File: src/hdl/synth_serial_control_defines.svh
/*
  Constants of the synthesizer serial control block: pointer codes, field
  positions, preset values and timing counts. Assumes a 50 ns system clock.
*/
`ifndef SYNTH_SERIAL_CONTROL_DEFINES_SVH
`define SYNTH_SERIAL_CONTROL_DEFINES_SVH

`define SLAVE_ADDR_HI    6'h31
`define PTR_REF          2'h0
`define PTR_LOOP         2'h1
`define PTR_MID          2'h2
`define PTR_LOW          2'h3
`define SUB_MASK_BIT     4
`define SUB_STEP_BIT     3
`define REF_PD_BIT       7
`define REF_PUMP_BIT     5
`define LOOP_FIXED       3'h5
`define LOOP_PHI_BIT     4
`define LOOP_SWB_BIT     3
`define LOOP_SWA_BIT     2
`define REF_SETUP_RST    8'h0e
`define LOOP_SETUP_RST   8'ha5
`define RATIO_MID_RST    8'h38
`define RATIO_LOW_RST    8'h80
`define RATIO_FLOOR      18'h00800
`define MAX_BURST        3'h4
`define CLK_PERIOD_NS    50
`define PHASE_ERR_NS     200
`define PHASE_ERR_CYC    ((`PHASE_ERR_NS + `CLK_PERIOD_NS - 1) / `CLK_PERIOD_NS)
`define RELOCK_REF_CYC   6

`endif

File: src/hdl/synth_serial_control_pkg.sv
/*
  Types of the synthesizer serial control block.
  Assumes nothing of its surroundings.
*/
package synth_serial_control_pkg;
  typedef enum logic [2:0] {
    ST_IDLE, ST_ADDR, ST_SUB, ST_WDATA, ST_RDATA, ST_RACK, ST_WAIT
  } serial_state_e;
endpackage

File: src/hdl/synth_serial_control.sv
/*
  Serial control section of a channel synthesizer: two-wire bus slave,
  four setup registers, status byte, latched alarm, dividers, phase
  comparator and unlock detector.
  Assumes all pins are asynchronous to clock_i; open-drain pins are
  resolved outside from the output enables.
*/
// What this block does
// - write is address, subaddress, one to four bytes
// - first byte at pointer, autostep advances pointer
// - autostep off keeps pointer fixed all transfer
// - slave address upper six bits are 110001
// - select bit expected is inverse of pin
// - subaddress holds mask, autostep, two-bit pointer
// - mask flag set suppresses the alarm output
// - pointer selects reference, loop, middle, low register
// - register bit layout as defined for setup
// - registers preset to 0e, a5, 38, 80
// - power-down bit one idles the synthesizer
// - pump current select: one is 1 mA
// - ratio is 13-bit main plus 5-bit swallow
// - reference code selects one of sixteen ratios
// - comparator up/down by frequency, swapped by invert
// - unlock or supply dip latches alarm low
// - alarm released only after status read completes
// - status byte bits 4, 2, 1, 0 defined
// - status read is address then one byte
// - new ratio loads after low byte, at divider
// - ratio below 2048 gets 2048 added
// - unlock over 200 ns, clears after 6 reference cycles
`timescale 1ns/10ps
`default_nettype none
`include "synth_serial_control_defines.svh"

module synth_serial_control
  import synth_serial_control_pkg::*;
(
  input  wire logic        clock_i,
  input  wire logic        srst_i,
  input  wire logic        scl_i,
  input  wire logic        sda_i,
  output var  logic        sda_o,
  output var  logic        sda_oe_o,
  input  wire logic        addr_select_pin_i,
  input  wire logic        osc_i,
  input  wire logic        rf_i,
  input  wire logic        supply_dip_i,
  output var  logic        alarm_out_pin_o,
  output var  logic        alarm_out_pin_oe_o,
  output var  logic        switch_out_a_o,
  output var  logic        switch_out_b_o,
  output var  logic        pump_up_o,
  output var  logic        pump_down_o,
  output var  logic        pump_current_sel_o,
  output var  logic        power_down_o,
  output var  logic [12:0] main_count_o,
  output var  logic [4:0]  swallow_count_o
);

  function automatic logic [10:0] ref_ratio(input logic [3:0] code);
    unique case (code)
      4'h0: ref_ratio = 11'd128;
      4'h1: ref_ratio = 11'd160;
      4'h2: ref_ratio = 11'd192;
      4'h3: ref_ratio = 11'd240;
      4'h4: ref_ratio = 11'd256;
      4'h5: ref_ratio = 11'd320;
      4'h6: ref_ratio = 11'd384;
      4'h7: ref_ratio = 11'd480;
      4'h8: ref_ratio = 11'd512;
      4'h9: ref_ratio = 11'd640;
      4'ha: ref_ratio = 11'd768;
      4'hb: ref_ratio = 11'd960;
      4'hc: ref_ratio = 11'd1024;
      4'hd: ref_ratio = 11'd1280;
      4'he: ref_ratio = 11'd1536;
      4'hf: ref_ratio = 11'd1920;
    endcase
  endfunction

  function automatic logic [17:0] floor_ratio(input logic [17:0] x);
    floor_ratio = (x < `RATIO_FLOOR) ? x + `RATIO_FLOOR : x;
  endfunction

  // two-flop synchronisers, then one more stage for edge finding
  logic [5:0]    sync1;
  logic [5:0]    sync2;
  logic [5:0]    sync3;
  logic          scl_s, sda_s, sel_s, dip_s;
  logic          scl_rise, scl_fall, bus_start, bus_stop, osc_edge, rf_edge;

  always_ff @(posedge clock_i) begin
    if (srst_i) begin
      // idle pin levels: bus lines high, the rest low, so no false event
      sync1 <= 6'h03;
      sync2 <= 6'h03;
      sync3 <= 6'h03;
    end else begin
      sync1 <= {supply_dip_i, rf_i, osc_i, addr_select_pin_i, sda_i, scl_i};
      sync2 <= sync1;
      sync3 <= sync2;
    end
  end

  assign scl_s     = sync2[0];
  assign sda_s     = sync2[1];
  assign sel_s     = sync2[2];
  assign dip_s     = sync2[5];
  assign scl_rise  = scl_s & ~sync3[0];
  assign scl_fall  = ~scl_s & sync3[0];
  assign bus_start = scl_s & sync3[0] & sync3[1] & ~sda_s;
  assign bus_stop  = scl_s & sync3[0] & ~sync3[1] & sda_s;
  assign osc_edge  = sync2[3] & ~sync3[3];
  assign rf_edge   = sync2[4] & ~sync3[4];

  // registers and status
  logic [7:0]    ref_setup_reg, loop_setup_reg, ratio_mid_reg, ratio_low_reg;
  logic [1:0]    ptr;
  logic          pointer_autostep, alarm_mask;
  logic          momentary_unlock, latched_unlock, latched_supply_dip;
  logic [7:0]    lock_status_reg;

  assign lock_status_reg = {3'h0, momentary_unlock, 1'b0, latched_unlock,
                            latched_supply_dip, alarm_mask};

  // serial slave
  serial_state_e state, after_ack;
  logic [3:0]    bit_cnt;
  logic [7:0]    shreg;
  logic [2:0]    byte_cnt;
  logic          ack_drive, sub_stb, wr_stb, read_done;

  always_ff @(posedge clock_i) begin
    if (srst_i) begin
      state     <= ST_IDLE;
      after_ack <= ST_IDLE;
      bit_cnt   <= 4'h0;
      shreg     <= 8'h00;
      byte_cnt  <= 3'h0;
      ack_drive <= 1'b0;
      sda_oe_o  <= 1'b0;
      sub_stb   <= 1'b0;
      wr_stb    <= 1'b0;
      read_done <= 1'b0;
    end else begin
      sub_stb   <= 1'b0;
      wr_stb    <= 1'b0;
      read_done <= 1'b0;
      if (bus_start) begin
        state     <= ST_ADDR;
        bit_cnt   <= 4'h0;
        ack_drive <= 1'b0;
        sda_oe_o  <= 1'b0;
      end else if (bus_stop) begin
        state     <= ST_IDLE;
        ack_drive <= 1'b0;
        sda_oe_o  <= 1'b0;
      end else if (scl_rise) begin
        if (state == ST_RDATA) begin
          bit_cnt <= bit_cnt + 4'h1;
        end else if (state == ST_RACK) begin
          read_done <= 1'b1;
          state     <= ST_WAIT;
        end else if ((state == ST_ADDR || state == ST_SUB || state == ST_WDATA)
                     && !ack_drive && bit_cnt < 4'h8) begin
          shreg   <= {shreg[6:0], sda_s};
          bit_cnt <= bit_cnt + 4'h1;
        end
      end else if (scl_fall) begin
        if (ack_drive) begin
          ack_drive <= 1'b0;
          bit_cnt   <= 4'h0;
          state     <= after_ack;
          if (after_ack == ST_RDATA) begin
            shreg    <= lock_status_reg;
            sda_oe_o <= ~lock_status_reg[7];
          end else begin
            sda_oe_o <= 1'b0;
          end
        end else if (state == ST_RDATA) begin
          if (bit_cnt == 4'h8) begin
            sda_oe_o <= 1'b0;
            state    <= ST_RACK;
          end else begin
            shreg    <= {shreg[6:0], 1'b0};
            sda_oe_o <= ~shreg[6];
          end
        end else if (bit_cnt == 4'h8) begin
          unique case (state)
            ST_ADDR: begin
              if (shreg[7:1] == {`SLAVE_ADDR_HI, ~sel_s}) begin
                ack_drive <= 1'b1;
                sda_oe_o  <= 1'b1;
                after_ack <= shreg[0] ? ST_RDATA : ST_SUB;
              end else begin
                state <= ST_WAIT;
              end
            end
            ST_SUB: begin
              sub_stb   <= 1'b1;
              byte_cnt  <= 3'h0;
              ack_drive <= 1'b1;
              sda_oe_o  <= 1'b1;
              after_ack <= ST_WDATA;
            end
            ST_WDATA: begin
              if (byte_cnt < `MAX_BURST) begin
                wr_stb    <= 1'b1;
                byte_cnt  <= byte_cnt + 3'h1;
                ack_drive <= 1'b1;
                sda_oe_o  <= 1'b1;
                after_ack <= ST_WDATA;
              end else begin
                state <= ST_WAIT;
              end
            end
            default: state <= ST_WAIT;
          endcase
        end
      end
    end
  end

  always_ff @(posedge clock_i) begin
    if (srst_i) begin
      sda_o           <= 1'b0;
      alarm_out_pin_o <= 1'b0;
    end else begin
      sda_o           <= 1'b0;
      alarm_out_pin_o <= 1'b0;
    end
  end

  // subaddress flags and pointer
  always_ff @(posedge clock_i) begin
    if (srst_i) begin
      ptr              <= `PTR_REF;
      pointer_autostep <= 1'b0;
      alarm_mask       <= 1'b0;
    end else if (sub_stb) begin
      alarm_mask       <= shreg[`SUB_MASK_BIT];
      pointer_autostep <= shreg[`SUB_STEP_BIT];
      ptr              <= shreg[1:0];
    end else if (wr_stb && pointer_autostep) begin
      ptr <= ptr + 2'h1;
    end
  end

  // setup registers
  always_ff @(posedge clock_i) begin
    if (srst_i) begin
      ref_setup_reg  <= `REF_SETUP_RST;
      loop_setup_reg <= `LOOP_SETUP_RST;
      ratio_mid_reg  <= `RATIO_MID_RST;
      ratio_low_reg  <= `RATIO_LOW_RST;
    end else if (wr_stb) begin
      unique case (ptr)
        `PTR_REF:  ref_setup_reg  <= shreg & 8'haf;
        `PTR_LOOP: loop_setup_reg <= {`LOOP_FIXED, shreg[4:0]};
        `PTR_MID:  ratio_mid_reg  <= shreg;
        `PTR_LOW:  ratio_low_reg  <= shreg;
      endcase
    end
  end

  // reference divider and main divider with ratio hand-over
  logic [10:0]   ref_cnt;
  logic [17:0]   var_cnt, active_ratio;
  logic          ref_tick, var_tick, ratio_pending, pd;
  localparam logic [17:0] preset_ratio = {2'(`LOOP_SETUP_RST), `RATIO_MID_RST, `RATIO_LOW_RST};

  assign pd       = ref_setup_reg[`REF_PD_BIT];
  assign ref_tick = !pd && osc_edge && ref_cnt == ref_ratio(ref_setup_reg[3:0]) - 11'd1;
  assign var_tick = !pd && rf_edge && var_cnt == active_ratio - 18'd1;

  always_ff @(posedge clock_i) begin
    if (srst_i || pd) begin
      ref_cnt <= 11'h000;
    end else if (osc_edge) begin
      ref_cnt <= ref_tick ? 11'h000 : ref_cnt + 11'h001;
    end
  end

  always_ff @(posedge clock_i) begin
    if (srst_i) begin
      ratio_pending <= 1'b0;
    end else if (wr_stb && ptr == `PTR_LOW) begin
      ratio_pending <= 1'b1;
    end else if (var_tick) begin
      ratio_pending <= 1'b0;
    end
  end

  always_ff @(posedge clock_i) begin
    if (srst_i) begin
      var_cnt      <= 18'h00000;
      active_ratio <= floor_ratio(preset_ratio);
    end else if (pd) begin
      var_cnt <= 18'h00000;
    end else if (rf_edge) begin
      var_cnt <= var_tick ? 18'h00000 : var_cnt + 18'h00001;
      if (var_tick && ratio_pending) begin
        active_ratio <= floor_ratio({loop_setup_reg[1:0], ratio_mid_reg, ratio_low_reg});
      end
    end
  end

  // phase comparator and unlock detector
  logic          up_ff, dn_ff, err_big;
  logic [3:0]    err_cnt;
  logic [2:0]    good_cnt;

  always_ff @(posedge clock_i) begin
    if (srst_i || pd || (up_ff && dn_ff)) begin
      up_ff <= 1'b0;
      dn_ff <= 1'b0;
    end else begin
      up_ff <= up_ff | ref_tick;
      dn_ff <= dn_ff | var_tick;
    end
  end

  always_ff @(posedge clock_i) begin
    if (srst_i) begin
      err_cnt          <= 4'h0;
      err_big          <= 1'b0;
      good_cnt         <= 3'h0;
      momentary_unlock <= 1'b0;
    end else begin
      err_cnt <= (up_ff ^ dn_ff) ? err_cnt + {3'h0, err_cnt != 4'hf} : 4'h0;
      if (err_cnt >= 4'(`PHASE_ERR_CYC)) begin
        err_big          <= 1'b1;
        momentary_unlock <= 1'b1;
        good_cnt         <= 3'h0;
      end else if (ref_tick) begin
        err_big <= 1'b0;
        if (err_big) begin
          good_cnt <= 3'h0;
        end else if (good_cnt == 3'(`RELOCK_REF_CYC - 1)) begin
          good_cnt         <= 3'h0;
          momentary_unlock <= 1'b0;
        end else begin
          good_cnt <= good_cnt + 3'h1;
        end
      end
    end
  end

  // latched status: a new event wins over the read clear
  always_ff @(posedge clock_i) begin
    if (srst_i) begin
      latched_unlock     <= 1'b0;
      latched_supply_dip <= 1'b0;
    end else begin
      latched_unlock     <= momentary_unlock | (latched_unlock & ~read_done);
      latched_supply_dip <= dip_s | (latched_supply_dip & ~read_done);
    end
  end

  // pin outputs
  always_ff @(posedge clock_i) begin
    if (srst_i) begin
      alarm_out_pin_oe_o <= 1'b0;
      switch_out_a_o     <= 1'b0;
      switch_out_b_o     <= 1'b0;
      pump_up_o          <= 1'b0;
      pump_down_o        <= 1'b0;
      pump_current_sel_o <= 1'b0;
      power_down_o       <= 1'b0;
      main_count_o       <= 13'h0000;
      swallow_count_o    <= 5'h00;
    end else begin
      alarm_out_pin_oe_o <= (latched_unlock | latched_supply_dip) & ~alarm_mask;
      switch_out_a_o     <= loop_setup_reg[`LOOP_SWA_BIT] & ~momentary_unlock;
      switch_out_b_o     <= loop_setup_reg[`LOOP_SWB_BIT];
      pump_up_o   <= loop_setup_reg[`LOOP_PHI_BIT] ? dn_ff & ~up_ff : up_ff & ~dn_ff;
      pump_down_o <= loop_setup_reg[`LOOP_PHI_BIT] ? up_ff & ~dn_ff : dn_ff & ~up_ff;
      pump_current_sel_o <= ref_setup_reg[`REF_PUMP_BIT];
      power_down_o       <= pd;
      main_count_o       <= active_ratio[17:5];
      swallow_count_o    <= active_ratio[4:0];
    end
  end
endmodule
`default_nettype wire

File: config.mk
export PLATFORM = sky130hd
export DESIGN_NAME = synth_serial_control
export DESIGN_NICKNAME = d
export VERILOG_FILES = /design/src/hdl/synth_serial_control_pkg.sv /design/src/hdl/synth_serial_control.sv
export VERILOG_INCLUDE_DIRS = /design/src /design/src/hdl
export SDC_FILE = /design/constraint.sdc
export NUM_CORES = 1
export LEC_CHECK = 0
export BUFFER_PORTS_ARGS = -buffer_cell sky130_fd_sc_hd__buf_2
export CORE_MARGIN = 2
export CORE_UTILIZATION = 40
export DETAILED_ROUTE_END_ITERATION = 10
export GPL_TIMING_DRIVEN = 0
export SLEW_MARGIN = 5
export SYNTH_ARGS = -nofsm -noshare
export SYNTH_HDL_FRONTEND = slang
export SYNTH_SLANG_ARGS = --single-unit
File: constraint.sdc
create_clock -name clock_i -period 3 [get_ports clock_i]
set_input_delay 0.9 -clock clock_i [delete_from_list [all_inputs] [get_ports clock_i]]
set_output_delay 0.9 -clock clock_i [all_outputs]
set_load 0.1 [all_outputs]
## After elaboration in Yosys (flattened, before gate mapping)

Memory sizes are Yosys's and may differ from the RTL's. A register that Yosys moved wholly into a read port is not among the register bits.
Cells that the tools add are included.

| storage, ports and cells | value |
|---|---|
| flip-flop bits (word level) | 160 |
| ROM bits | 112 |
| input port bits | 8 |
| output and inout bits | 28 |
| logic and storage cells | 261 |
| memories kept | 1 |

| operators by class | value |
|---|---|
| add/subtract/negate cells | 10 |
| order comparisons | 4 |
| eq/ne operators | 38 |
| muxes and demuxes | 69 |
| bitwise operators | 44 |
| reductions and logical operators | 53 |

Memories:

| name | depth | width | rd ports | clocked after memory_dff | write ports | line | text |
|---|---|---|---|---|---|---|---|
| (name not given) | 16 | 7 | 1 | 1 | 0 | synth_serial_control.sv:61 | `unique case (code)` |

Operators with widths:

| operator | number |
|---|---|
| 8-bit 2-to-1 mux | 9 |
| 3-bit 2-to-1 mux | 16 |
| 18-bit 2-to-1 mux | 2 |
| 4-bit 2-to-1 mux | 8 |
| 1-bit 2-to-1 mux | 26 |
| 1-bit NOT | 23 |
| 18-bit by 1-bit adder with 18-bit output, second input constant | 1 |
| 18-bit by 12-bit adder with 18-bit output, second input constant | 1 |
| 18-bit == test | 1 |
| 18-bit by 12-bit less-than comparator with 1-bit output, second input constant | 1 |
| 3-bit case mux with 3 select lines | 2 |
| 9-bit AND reduction | 2 |
| 18-bit by 1-bit subtractor with 18-bit output, second input constant | 1 |
| 8-bit AND reduction | 2 |
| 1-bit bitwise AND | 15 |
| 7-bit inequality test, second input constant | 2 |
| 2-bit nonzero test | 7 |
| 3-bit == test, second input constant | 4 |
| 4-bit inequality test, second input constant | 3 |
| 3-bit nonzero test | 4 |
| 11-bit by 1-bit adder with 11-bit output, second input constant | 1 |
| 11-bit == test | 1 |
| 11-bit 2-to-1 mux | 1 |
| 11-bit by 1-bit subtractor with 11-bit output, second input constant | 1 |
| 44 further kinds | 84 |

## Logic depth before layout (Yosys ltp)

Gate-level depths: netlist (run 1).

| logic depth | value |
|---|---|
| depth after elaboration | 11 |
| depth in mapped cells | 11 |
| depth with buffers taken out | 9 |

## Worst setup path before layout (run 1)

No wires, ideal clock.

| path | value |
|---|---|
| kind | reg2reg |
| start point | register active_ratio[0] |
| end point | register active_ratio[10] |
| library setup time | 0.069 ns |
| arrival | 2.515 ns |
| required time | 2.931 ns |
| slack | 0.417 ns |
| stages on the path, launching flop included | 12 |
| buffers on the path | 2 |
| clock period less this slack | 2.583 ns |
| path through | dfxtp_1 > inv_1 > ha_1 > o21ba_2 > a221o_1 > a32oi_1 > nand4b_1 > a2111o_1 > or2_1 > buf_6 > buf_6 > o21ai_1 |

| on the way | value |
|---|---|
| longest elaborated chain between the ends | 5 |

Ends and longest elaborated chain:

| item | line | text |
|---|---|---|
| start: declaration | synth_serial_control.sv:268 | `logic [17:0] var_cnt, active_ratio;` |
| start signal: assignment | synth_serial_control.sv:297 | `active_ratio <= floor_ratio(preset_ratio);` |
| start signal: assignment | synth_serial_control.sv:303 | `active_ratio <= floor_ratio({loop_setup_reg[1:0], ratio_mid_reg, ratio_low_reg});` |
| 18-bit by 1-bit subtractor with 18-bit output | synth_serial_control.sv:274 | `assign var_tick = !pd && rf_edge && var_cnt == active_ratio - 18'd1;` |
| 18-bit == test | synth_serial_control.sv:274 |  |
| 1-bit logical AND | synth_serial_control.sv:274 |  |
| 1-bit logical AND | synth_serial_control.sv:302 | `if (var_tick && ratio_pending) begin` |
| 3-bit AND reduction (no line) | - |  |

No other way between the ends.
A chain may end at the register's enable or synchronous reset.

## Final worst setup path (run 1)

| path | value |
|---|---|
| start point | register active_ratio[1] |
| end point | register active_ratio[10] |

Same word-level chain as after synthesis.

==> reports/qor.txt, run 1 <==
status: finished clean
Worst Hold Depth: 1
syn_area_per_cell: 8.84 sq um
WS Path Type: reg2reg
CTS root buffer: clkbuf_16
routed length per instance: 14.8 um
Chip Height: 139 um
Rel. slew slack: 40.2%
die footprint: 19300 sq um
final hold vios: 0
CTS tree: yes
GP Congestion: 0.856
dominant synthesized flop cell: dfxtp_1
Finish-stage setup viols: 0
CP bufs+invs: 3
Slowest Stage Delay on Critical Path: 0.56 ns
largest delay contributor family on the critical path: compound AO/OA/AOI/OAI gates
worst skew pair latency: 0.42 ns
placed insts: 1089
Max clock buf depth: 2
CTS Buf Count: 17
fill count: 1744
largest net degree at the start of global routing: 17
hold_buf cts: 0
initial antenna violation count: 0
Slowest-stage cell, CP: a2111o_1
Clock Pin Slew Worst Setup and Hold Paths: 0.07 ns
f_max: 351 MHz
post-route setup slack: 0.151 ns
Initial DRC Count: 273
Avg Vias per Cell: 5.10
core outline area: 17900 sq um
Hold WC Path Type: reg2reg
Rows: 49
ratio of cells with drive above 1 in the final layout: 11.1%
I/O Buffers: 33
Max IR drop VDD: 0.634 mV
final net count: 915
Min Clock Period, post-route: 2.85 ns
Initial Util: 40.8%
Overflow after GRT: 0
setup TNS: 0 ns
#FFs+latches synth: 166
critical path required time: 3.35 ns
P&R area growth vs syn: 16.1%
final non-filler cell total: 1128
H-tree levels: 4
Slew Viols, Final: 0
Yosys cell types: 64
vias post-DR: 5758
gr usage total: 17.5%
CP startpoint kind: flip-flop
Seq/Total Area, Yosys: 45.5%
n_diodes: 0
Setup crit end kind: flip-flop
max-capacitance violation count: 0
post-route clock period utilization: 95.0%
Post-synth EDFFs: 0
Clock Skews: 0.0115 ns
Cell Chain, Critical Path: inv_1 -> ha_2 -> nor3b_4 -> and3_1 -> a211o_1 -> a31oi_1 -> a2111o_1 -> or2_1 -> buf_6 -> buf_6 -> o21ai_1
hpwl dp: 11700 um
Power Dens Cells: 560 nW/um^2
vias in the first global route: 5275
RSZ-0062 raised after global routing: no
Detailed Route WL: 16700 um
Ports: 36
DR pass1 iterations: 4
CTS Sinks: 166
most frequent CP cell: buf_6
WP depth: 11
Largest regs: active_ratio x18, var_cnt x18, main_count_o x13
Tightest Pin Transition: 0.889 ns
synth cell count leaders: dfxtp_1 (166), nor2_1 (94), nand2_1 (78)
arrival time worst endpoint: 3.20 ns
hold slack: 0.416 ns
Worst R2R Path Depth: 11
synth top area cells: dfxtp_1 (46%), nor2_1 (4.8%), xor2_1 (4.1%)
cell count after synthesis: 826
Leakage Power: 3.23 nW
Yosys top cell area share: 45.5%
crit path max fanout: 10
first-pass GRT wire length: 27300 um
Cell Area, Synth: 7300 sq um
DRC viols: 0
area leader, netlist: dfxtp_1
Synth warnings: 0
most frequent cell after synthesis: dfxtp_1
Final ANT Viol Nets: 0
die width: 139 um
Synth async-reset ratio: 0%
pre-CTS WS: -0.0648 ns
-- report_power, final --
part	internal [mW]	leakage, nW	switching, mW
Sequential	2.22	1.34	0.00862
Combinational	0.0368	1.57	0.118
Clock	1.48	0.319	0.879
-- area by class of cell --
type	count	area (sq um)	share of cell area [%]
clock buffer	21	480	5.67
sequential	166	3320	39.2
clock inverter	11	169	1.99
tap	229	287	3.38
timing repair buffer	39	210	2.48
inverter	22	82.6	0.974
buffer	38	168	1.98
multi-input combinational	602	3760	44.3
-- logic make-up (layout without fill, tap and decap cells) --
family / count (synthesis) / count (layout) / share of synthesized area, %
AO/OA/AOI/OAI: 125 / 126 / 10.6
buffers and inverters: 60 / 131 / 3.43
other: 1 / 2 / 0.0514
AND/OR/NAND/NOR: 366 / 366 / 25.9
multiplexers: 24 / 24 / 3.38
adder cells (fa/ha/maj): 21 / 21 / 3.60
XOR/XNOR: 63 / 63 / 7.56
flip-flops: 166 / 166 / 45.5
-- per-layer routing --
layer	vias up	share of wire (%)	GRT usage [%]	wire [um]
li1	2953	-	-	-
met1	2695	49	23.8	8180
met2	99	47	28.2	7750
met3	11	3.3	4.04	557
met4	0	1.0	4.04	170
met5	-	0	0	0
-- worst paths after layout --
check,start,end,slack (ns)
max,active_ratio[1],active_ratio[10],0.15
max reg2reg,active_ratio[1],active_ratio[10],0.15
min,sync1[0],sync2[0],0.42
min reg2reg,sync1[0],sync2[0],0.42
-- cells in the final DEF (no fill, tap or decap), types with 5 or more instances in the layout --
| cell | count |
|---|---|
| a211oi_1 | 10 |
| a21oi_1 | 42 |
| and2_1 | 9 |
| and3_1 | 12 |
| buf_2 | 34 |
| buf_4 | 8 |
| clkbuf_1 | 30 |
| clkbuf_16 | 17 |
| dfxtp_1 | 165 |
| ha_1 | 20 |
| inv_1 | 22 |
| mux2_2 | 5 |
| mux2i_1 | 19 |
| nand2_1 | 77 |
| nand2b_1 | 23 |
| nand3_1 | 28 |
| nand3b_1 | 7 |
| nand4_1 | 15 |
| nand4b_1 | 5 |
| nor2_1 | 94 |
| nor2b_1 | 37 |
| nor3_1 | 24 |
| nor3b_1 | 5 |
| o21ai_0 | 25 |
| o21ai_1 | 10 |
| or2_2 | 7 |
| xnor2_1 | 29 |
| xor2_1 | 34 |
-- stage by stage --
step / cell area [sq um] / utilization [%] / power (mW)
finish: 8480 / 47.4 / 4.75
global route: 8480 / 47.4 / 4.91
CTS: 8410 / 47.0 / 4.79
detailed placement: 7750 / 43.3 / 2.43
global placement: 7750 / 43.3 / 2.43
floorplan: 7300 / - / 2.39
-- timing repair --
action | in CTS | in global routing
buffers inserted | 0 | 6
gates cloned | 0 | 1
resized for setup | 1 | 4
setup endpoints to repair | 20 | 25
pin swaps | 0 | 3
No activity file was read; power rests on OpenSTA's default activity.
==> run 2, diff against run 1 <==
- CORE_UTILIZATION: 40 -> 60
- CTS_BUF_LIST: default -> sky130_fd_sc_hd__clkbuf_4 sky130_fd_sc_hd__clkbuf_8 sky130_fd_sc_hd__clkbuf_16
- PLACE_DENSITY: default -> 0.78
==> reports/qor.txt, run 2 (same netlist as run 1, synthesis figures left out) <==
post-route clock period utilization: 96.2%
crit path max fanout: 10
Tot Pwr: 4.58 mW
largest delay contributor family on the critical path: compound AO/OA/AOI/OAI gates
Ports: 36
initial antenna violation count: 0
Leakage Power: 3.20 nW
CTS Sinks: 166
worst reg2reg path startpoint: active_ratio[1]
arrival time worst endpoint: 3.24 ns
R2R Setup Slk: 0.11 ns
CP bufs+invs: 3
Max IR drop VDD: 0.386 mV
final hold vios: 0
core outline area: 12000 sq um
Net Switching: 1.02 mW
Reg power frac: 48.7%
setup TNS: 0 ns
ratio of cells with drive above 1 in the final layout: 10.8%
Hold WC Path Type: reg2reg
largest net degree at the start of global routing: 17
Clock Power Share: 48.0%
n_diodes: 0
Clock Pin Slew Worst Setup and Hold Paths: 0.06 ns
f_max: 347 MHz
die footprint: 13100 sq um
Rows: 40
Clock Skews: 0.00868 ns
CTS tree: yes
commonest cells after routing, fill and taps aside: dfxtp_1 (165), nor2_1 (94), nand2_1 (78), a21oi_1 (42), nor2b_1 (37)
P&R area growth vs syn: 14.0%
gr usage total: 26.8%
Comb power frac: 3.3%
final net count: 913
Worst R2R Path Depth: 11
Worst Hold Depth: 1
critical path required time: 3.35 ns
Overflow after GRT: 0
Slew Viols, Final: 0
Finish-stage setup viols: 0
Crit. Startpoint: active_ratio[1]
Largest regs: active_ratio x18, var_cnt x18, main_count_o x13
Slowest-stage cell, CP: a2111o_1
I/O Buffers: 33
vias post-DR: 6055
vias in the first global route: 5961
CTS root buffer: clkbuf_16
worst skew pair latency: 0.43 ns
Chip Height: 114 um
Cell Chain, Critical Path: inv_1 -> ha_2 -> nor3b_4 -> and2_1 -> a311oi_1 -> o22ai_1 -> a2111o_1 -> or2_1 -> buf_6 -> buf_6 -> o21ai_1
Detailed Route WL: 16900 um
WP depth: 11
Hold Startpoint: sync1[0]
fill count: 917
most frequent CP cell: buf_6
hpwl dp: 11700 um
first-pass GRT wire length: 27900 um
Power Dens Cells: 551 nW/um^2
routed length per instance: 16.2 um
WS Path Type: reg2reg
Critical R2R Capture: active_ratio[10]
CP startpoint kind: flip-flop
Slowest Stage Delay on Critical Path: 0.45 ns
Tightest Pin Transition: 0.868 ns
crit path capture: active_ratio[10]
DRC viols: 0
max-capacitance violation count: 0
Rel. slew slack: 41.6%
RSZ-0062 raised after global routing: no
Min Clock Period, post-route: 2.89 ns
Final ANT Viol Nets: 0
Initial DRC Count: 365
DR pass1 iterations: 5
commonest non-fill, non-tap cell in the layout: dfxtp_1
die width: 114 um
Net Sw Frac: 22.2%
hold_buf cts: 0
GP Congestion: 1.01
CTS Buf Count: 17
Max clock buf depth: 2
status: finished clean
Setup crit end kind: flip-flop
Initial Util: 61.0%
Avg Vias per Cell: 5.80
Pint: 3.56 mW
H-tree levels: 4
run 2: changes by cell type in the layout (fill, tap and decap cells not counted):
cell / before / now
clkinv_2: 3 / 1
clkinv_4: 2 / 5
clkbuf_8: 4 / 3
nand2_2: 1 / 0
bufinv_16: 4 / 2
nand2_1: 77 / 78
buf_4: 8 / 6
inv_6: 1 / 3
run 2: timing repair:
item / in CTS / in global routing
endpoints found under the setup margin: 0 / 30
gates resized for setup: 0 / 4
setup buffers: 0 / 4
run 2: worst min path at each step:
stage / to / slack, ns
finish: sync2[0] / 0.41
global route: sync2[0] / 0.43
CTS: sync2[0] / 0.42
detailed placement: sync2[0] / 0.40
global placement: sync2[0] / 0.40
floorplan: sync2[0] / 0.39
run 2: final cells by class:
class	instances	area, sq um	area share (%)
multi-input combinational	602	3750	45.1
buffer	38	168	2.02
sequential	166	3320	40.0
inverter	22	82.6	0.993
clock inverter	12	143	1.72
clock buffer	20	467	5.61
tap	147	184	2.21
timing repair buffer	37	195	2.35
run 2: metrics by stage:
step	area [sq um]	setup WS (ns)	util [%]	cells	hold slack, ns
after floorplan	7300	0.417	-	827	0.389
after global placement	7650	0.0970	64.0	1007	0.400
after detailed placement	7650	0.0468	64.0	1007	0.399
after CTS	8260	0.0279	69.1	1039	0.416
after global routing	8320	0.00153	69.5	1044	0.431
final	8320	0.114	69.5	1044	0.413
run 2: routing by layer:
layer,vias up,share of wire (%),global-route usage [%]
li1,2959,-,-
met4,0,2.9,10.7
met1,2862,43,32.3
met3,47,5.4,5.88
met2,187,49,46.6
met5,-,0,0
run 2: power by group through the flow:
stage                     combinational, mW  clock, mW  sequential (mW)
after detailed placement              0.151          0             2.28
after global routing                  0.164       2.32             2.23
after floorplan                      0.0786          0             2.31
after CTS                             0.152       2.22             2.23
final                                 0.153       2.20             2.23
after global placement                0.148          0             2.28
==> run 3, diff against run 2 <==
- CTS_BUF_LIST: sky130_fd_sc_hd__clkbuf_4 sky130_fd_sc_hd__clkbuf_8 sky130_fd_sc_hd__clkbuf_16 -> default
- GPL_TIMING_DRIVEN: 0 -> default
==> reports/qor.txt, run 3 (same netlist as run 1, synthesis figures left out) <==
status: finished clean
Net Sw Frac: 20.6%
ratio of cells with drive above 1 in the final layout: 10.6%
Net Switching: 955 uW
Critical R2R Capture: active_ratio[12]
commonest non-fill, non-tap cell in the layout: dfxtp_1
I/O Buffers: 33
post-route clock period utilization: 92.3%
Comb power frac: 3.0%
CP startpoint kind: flip-flop
setup TNS: 0 ns
arrival time worst endpoint: 3.07 ns
CTS Sinks: 166
initial antenna violation count: 0
Detailed Route WL: 15200 um
Setup crit end kind: flip-flop
Chip Height: 114 um
commonest cells after routing, fill and taps aside: dfxtp_1 (166), nor2_1 (94), nand2_1 (78), a21oi_1 (42), nor2b_1 (37)
Clock Skews: 0.00760 ns
largest net degree at the start of global routing: 73
crit path max fanout: 18
gr usage total: 24.3%
WS Path Type: reg2reg
H-tree levels: 4
Slowest Stage Delay on Critical Path: 0.44 ns
CTS Buf Count: 17
Clock Pin Slew Worst Setup and Hold Paths: 0.06 ns
RSZ-0062 raised after global routing: no
Crit. Startpoint: active_ratio[0]
hpwl dp: 10600 um
first-pass GRT wire length: 25500 um
Worst R2R Path Depth: 9
post-CTS sizing: 0
Clock Power Share: 48.9%
core outline area: 12000 sq um
Overflow after GRT: 0
Initial Util: 61.0%
Cell Chain, Critical Path: inv_1 -> ha_1 -> o21ba_2 -> a221o_1 -> a32oi_1 -> nand4b_1 -> a2111o_1 -> or2_2 -> mux2i_1
die footprint: 13100 sq um
crit path capture: active_ratio[12]
Worst Hold Depth: 1
Min Clock Period, post-route: 2.77 ns
vias post-DR: 5757
Avg Vias per Cell: 5.71
Finish-stage setup viols: 0
Rows: 40
Power Dens Cells: 566 nW/um^2
Design Area, Final: 8190 sq um
Max clock buf depth: 2
DRC viols: 0
Reg power frac: 48.1%
Hold WC Path Type: reg2reg
Largest regs: active_ratio x18, var_cnt x18, main_count_o x13
max-capacitance violation count: 0
Pint: 3.68 mW
n_diodes: 0
Placed Area: 7570 sq um
R2R Setup Slk: 0.23 ns
worst skew pair latency: 0.42 ns
Tightest Pin Transition: 0.815 ns
DR pass1 iterations: 5
Max IR drop VDD: 0.469 mV
final hold vios: 0
vias in the first global route: 5522
Rel. slew slack: 45.2%
hold_buf cts: 0
Post-CTS Setup Bufs: 0
Initial DRC Count: 361
die width: 114 um
worst reg2reg path startpoint: active_ratio[0]
routed length per instance: 15.1 um
Slowest-stage cell, CP: dfxtp_1
Final ANT Viol Nets: 0
final net count: 880
Leakage Power: 3.17 nW
Ports: 36
Slew Viols, Final: 0
critical path required time: 3.30 ns
CTS tree: yes
Tot Pwr: 4.64 mW
P&R area growth vs syn: 12.2%
CTS root buffer: clkbuf_16
GP Congestion: 0.967
f_max: 361 MHz
==> run 3: metal layers <==
metal	vias to the layer above	track usage (%)	wire length [um]
li1	2873	-	-
met1	2716	29.4	6850
met2	142	42.5	7530
met3	26	5.56	621
met4	0	8.62	247
met5	-	0	0
==> run 3: how the worst min path moves through the flow <==
stage,start,end,slack [ns]
3_3_place_gp,sync1[1],sync2[1],0.40
2_1_floorplan,sync1[0],sync2[0],0.39
4_1_cts,sync1[0],sync2[0],0.42
3_5_place_dp,sync1[1],sync2[1],0.40
6_report,sync1[0],sync2[0],0.41
5_1_grt,sync1[0],sync2[0],0.44
==> run 3: final cells by class <==
type | count | area (sq um)
tap | 147 | 184
sequential | 166 | 3320
clock buffer | 21 | 460
inverter | 22 | 82.6
fill | 924 | 3770
clock inverter | 9 | 151
timing repair buffer | 43 | 255
multi-input combinational | 601 | 3730
==> run 3: worst max-delay path: cells and delay by family (launching register included) <==
family / cells / cell delay (ns)
compound gates: 4 / 1.11
simple gates: 2 / 0.57
flops: 1 / 0.44
fa+ha+maj: 1 / 0.26
mux: 1 / 0.17
buf+inv: 1 / 0.10
==> run 3: through the flow <==
step           std cells  utilization (%)  setup slack, ns  hold WS [ns]
6_report            1009             68.5            0.230         0.414
4_1_cts             1009             68.4            0.161         0.417
5_1_grt             1009             68.5           0.0718         0.439
3_5_place_dp         979             63.3            0.167         0.397
2_1_floorplan        827                -            0.417         0.389
3_3_place_gp         979             63.3            0.294         0.399
==> run 3: power groups by stage <==
stage                     registers (mW)  logic, mW  clock network (mW)
after global routing                2.23      0.149                2.38
after floorplan                     2.31     0.0786                   0
after detailed placement            2.28      0.137                   0
after CTS                           2.23      0.138                2.29
final                               2.23      0.138                2.27
after global placement              2.28      0.134                   0
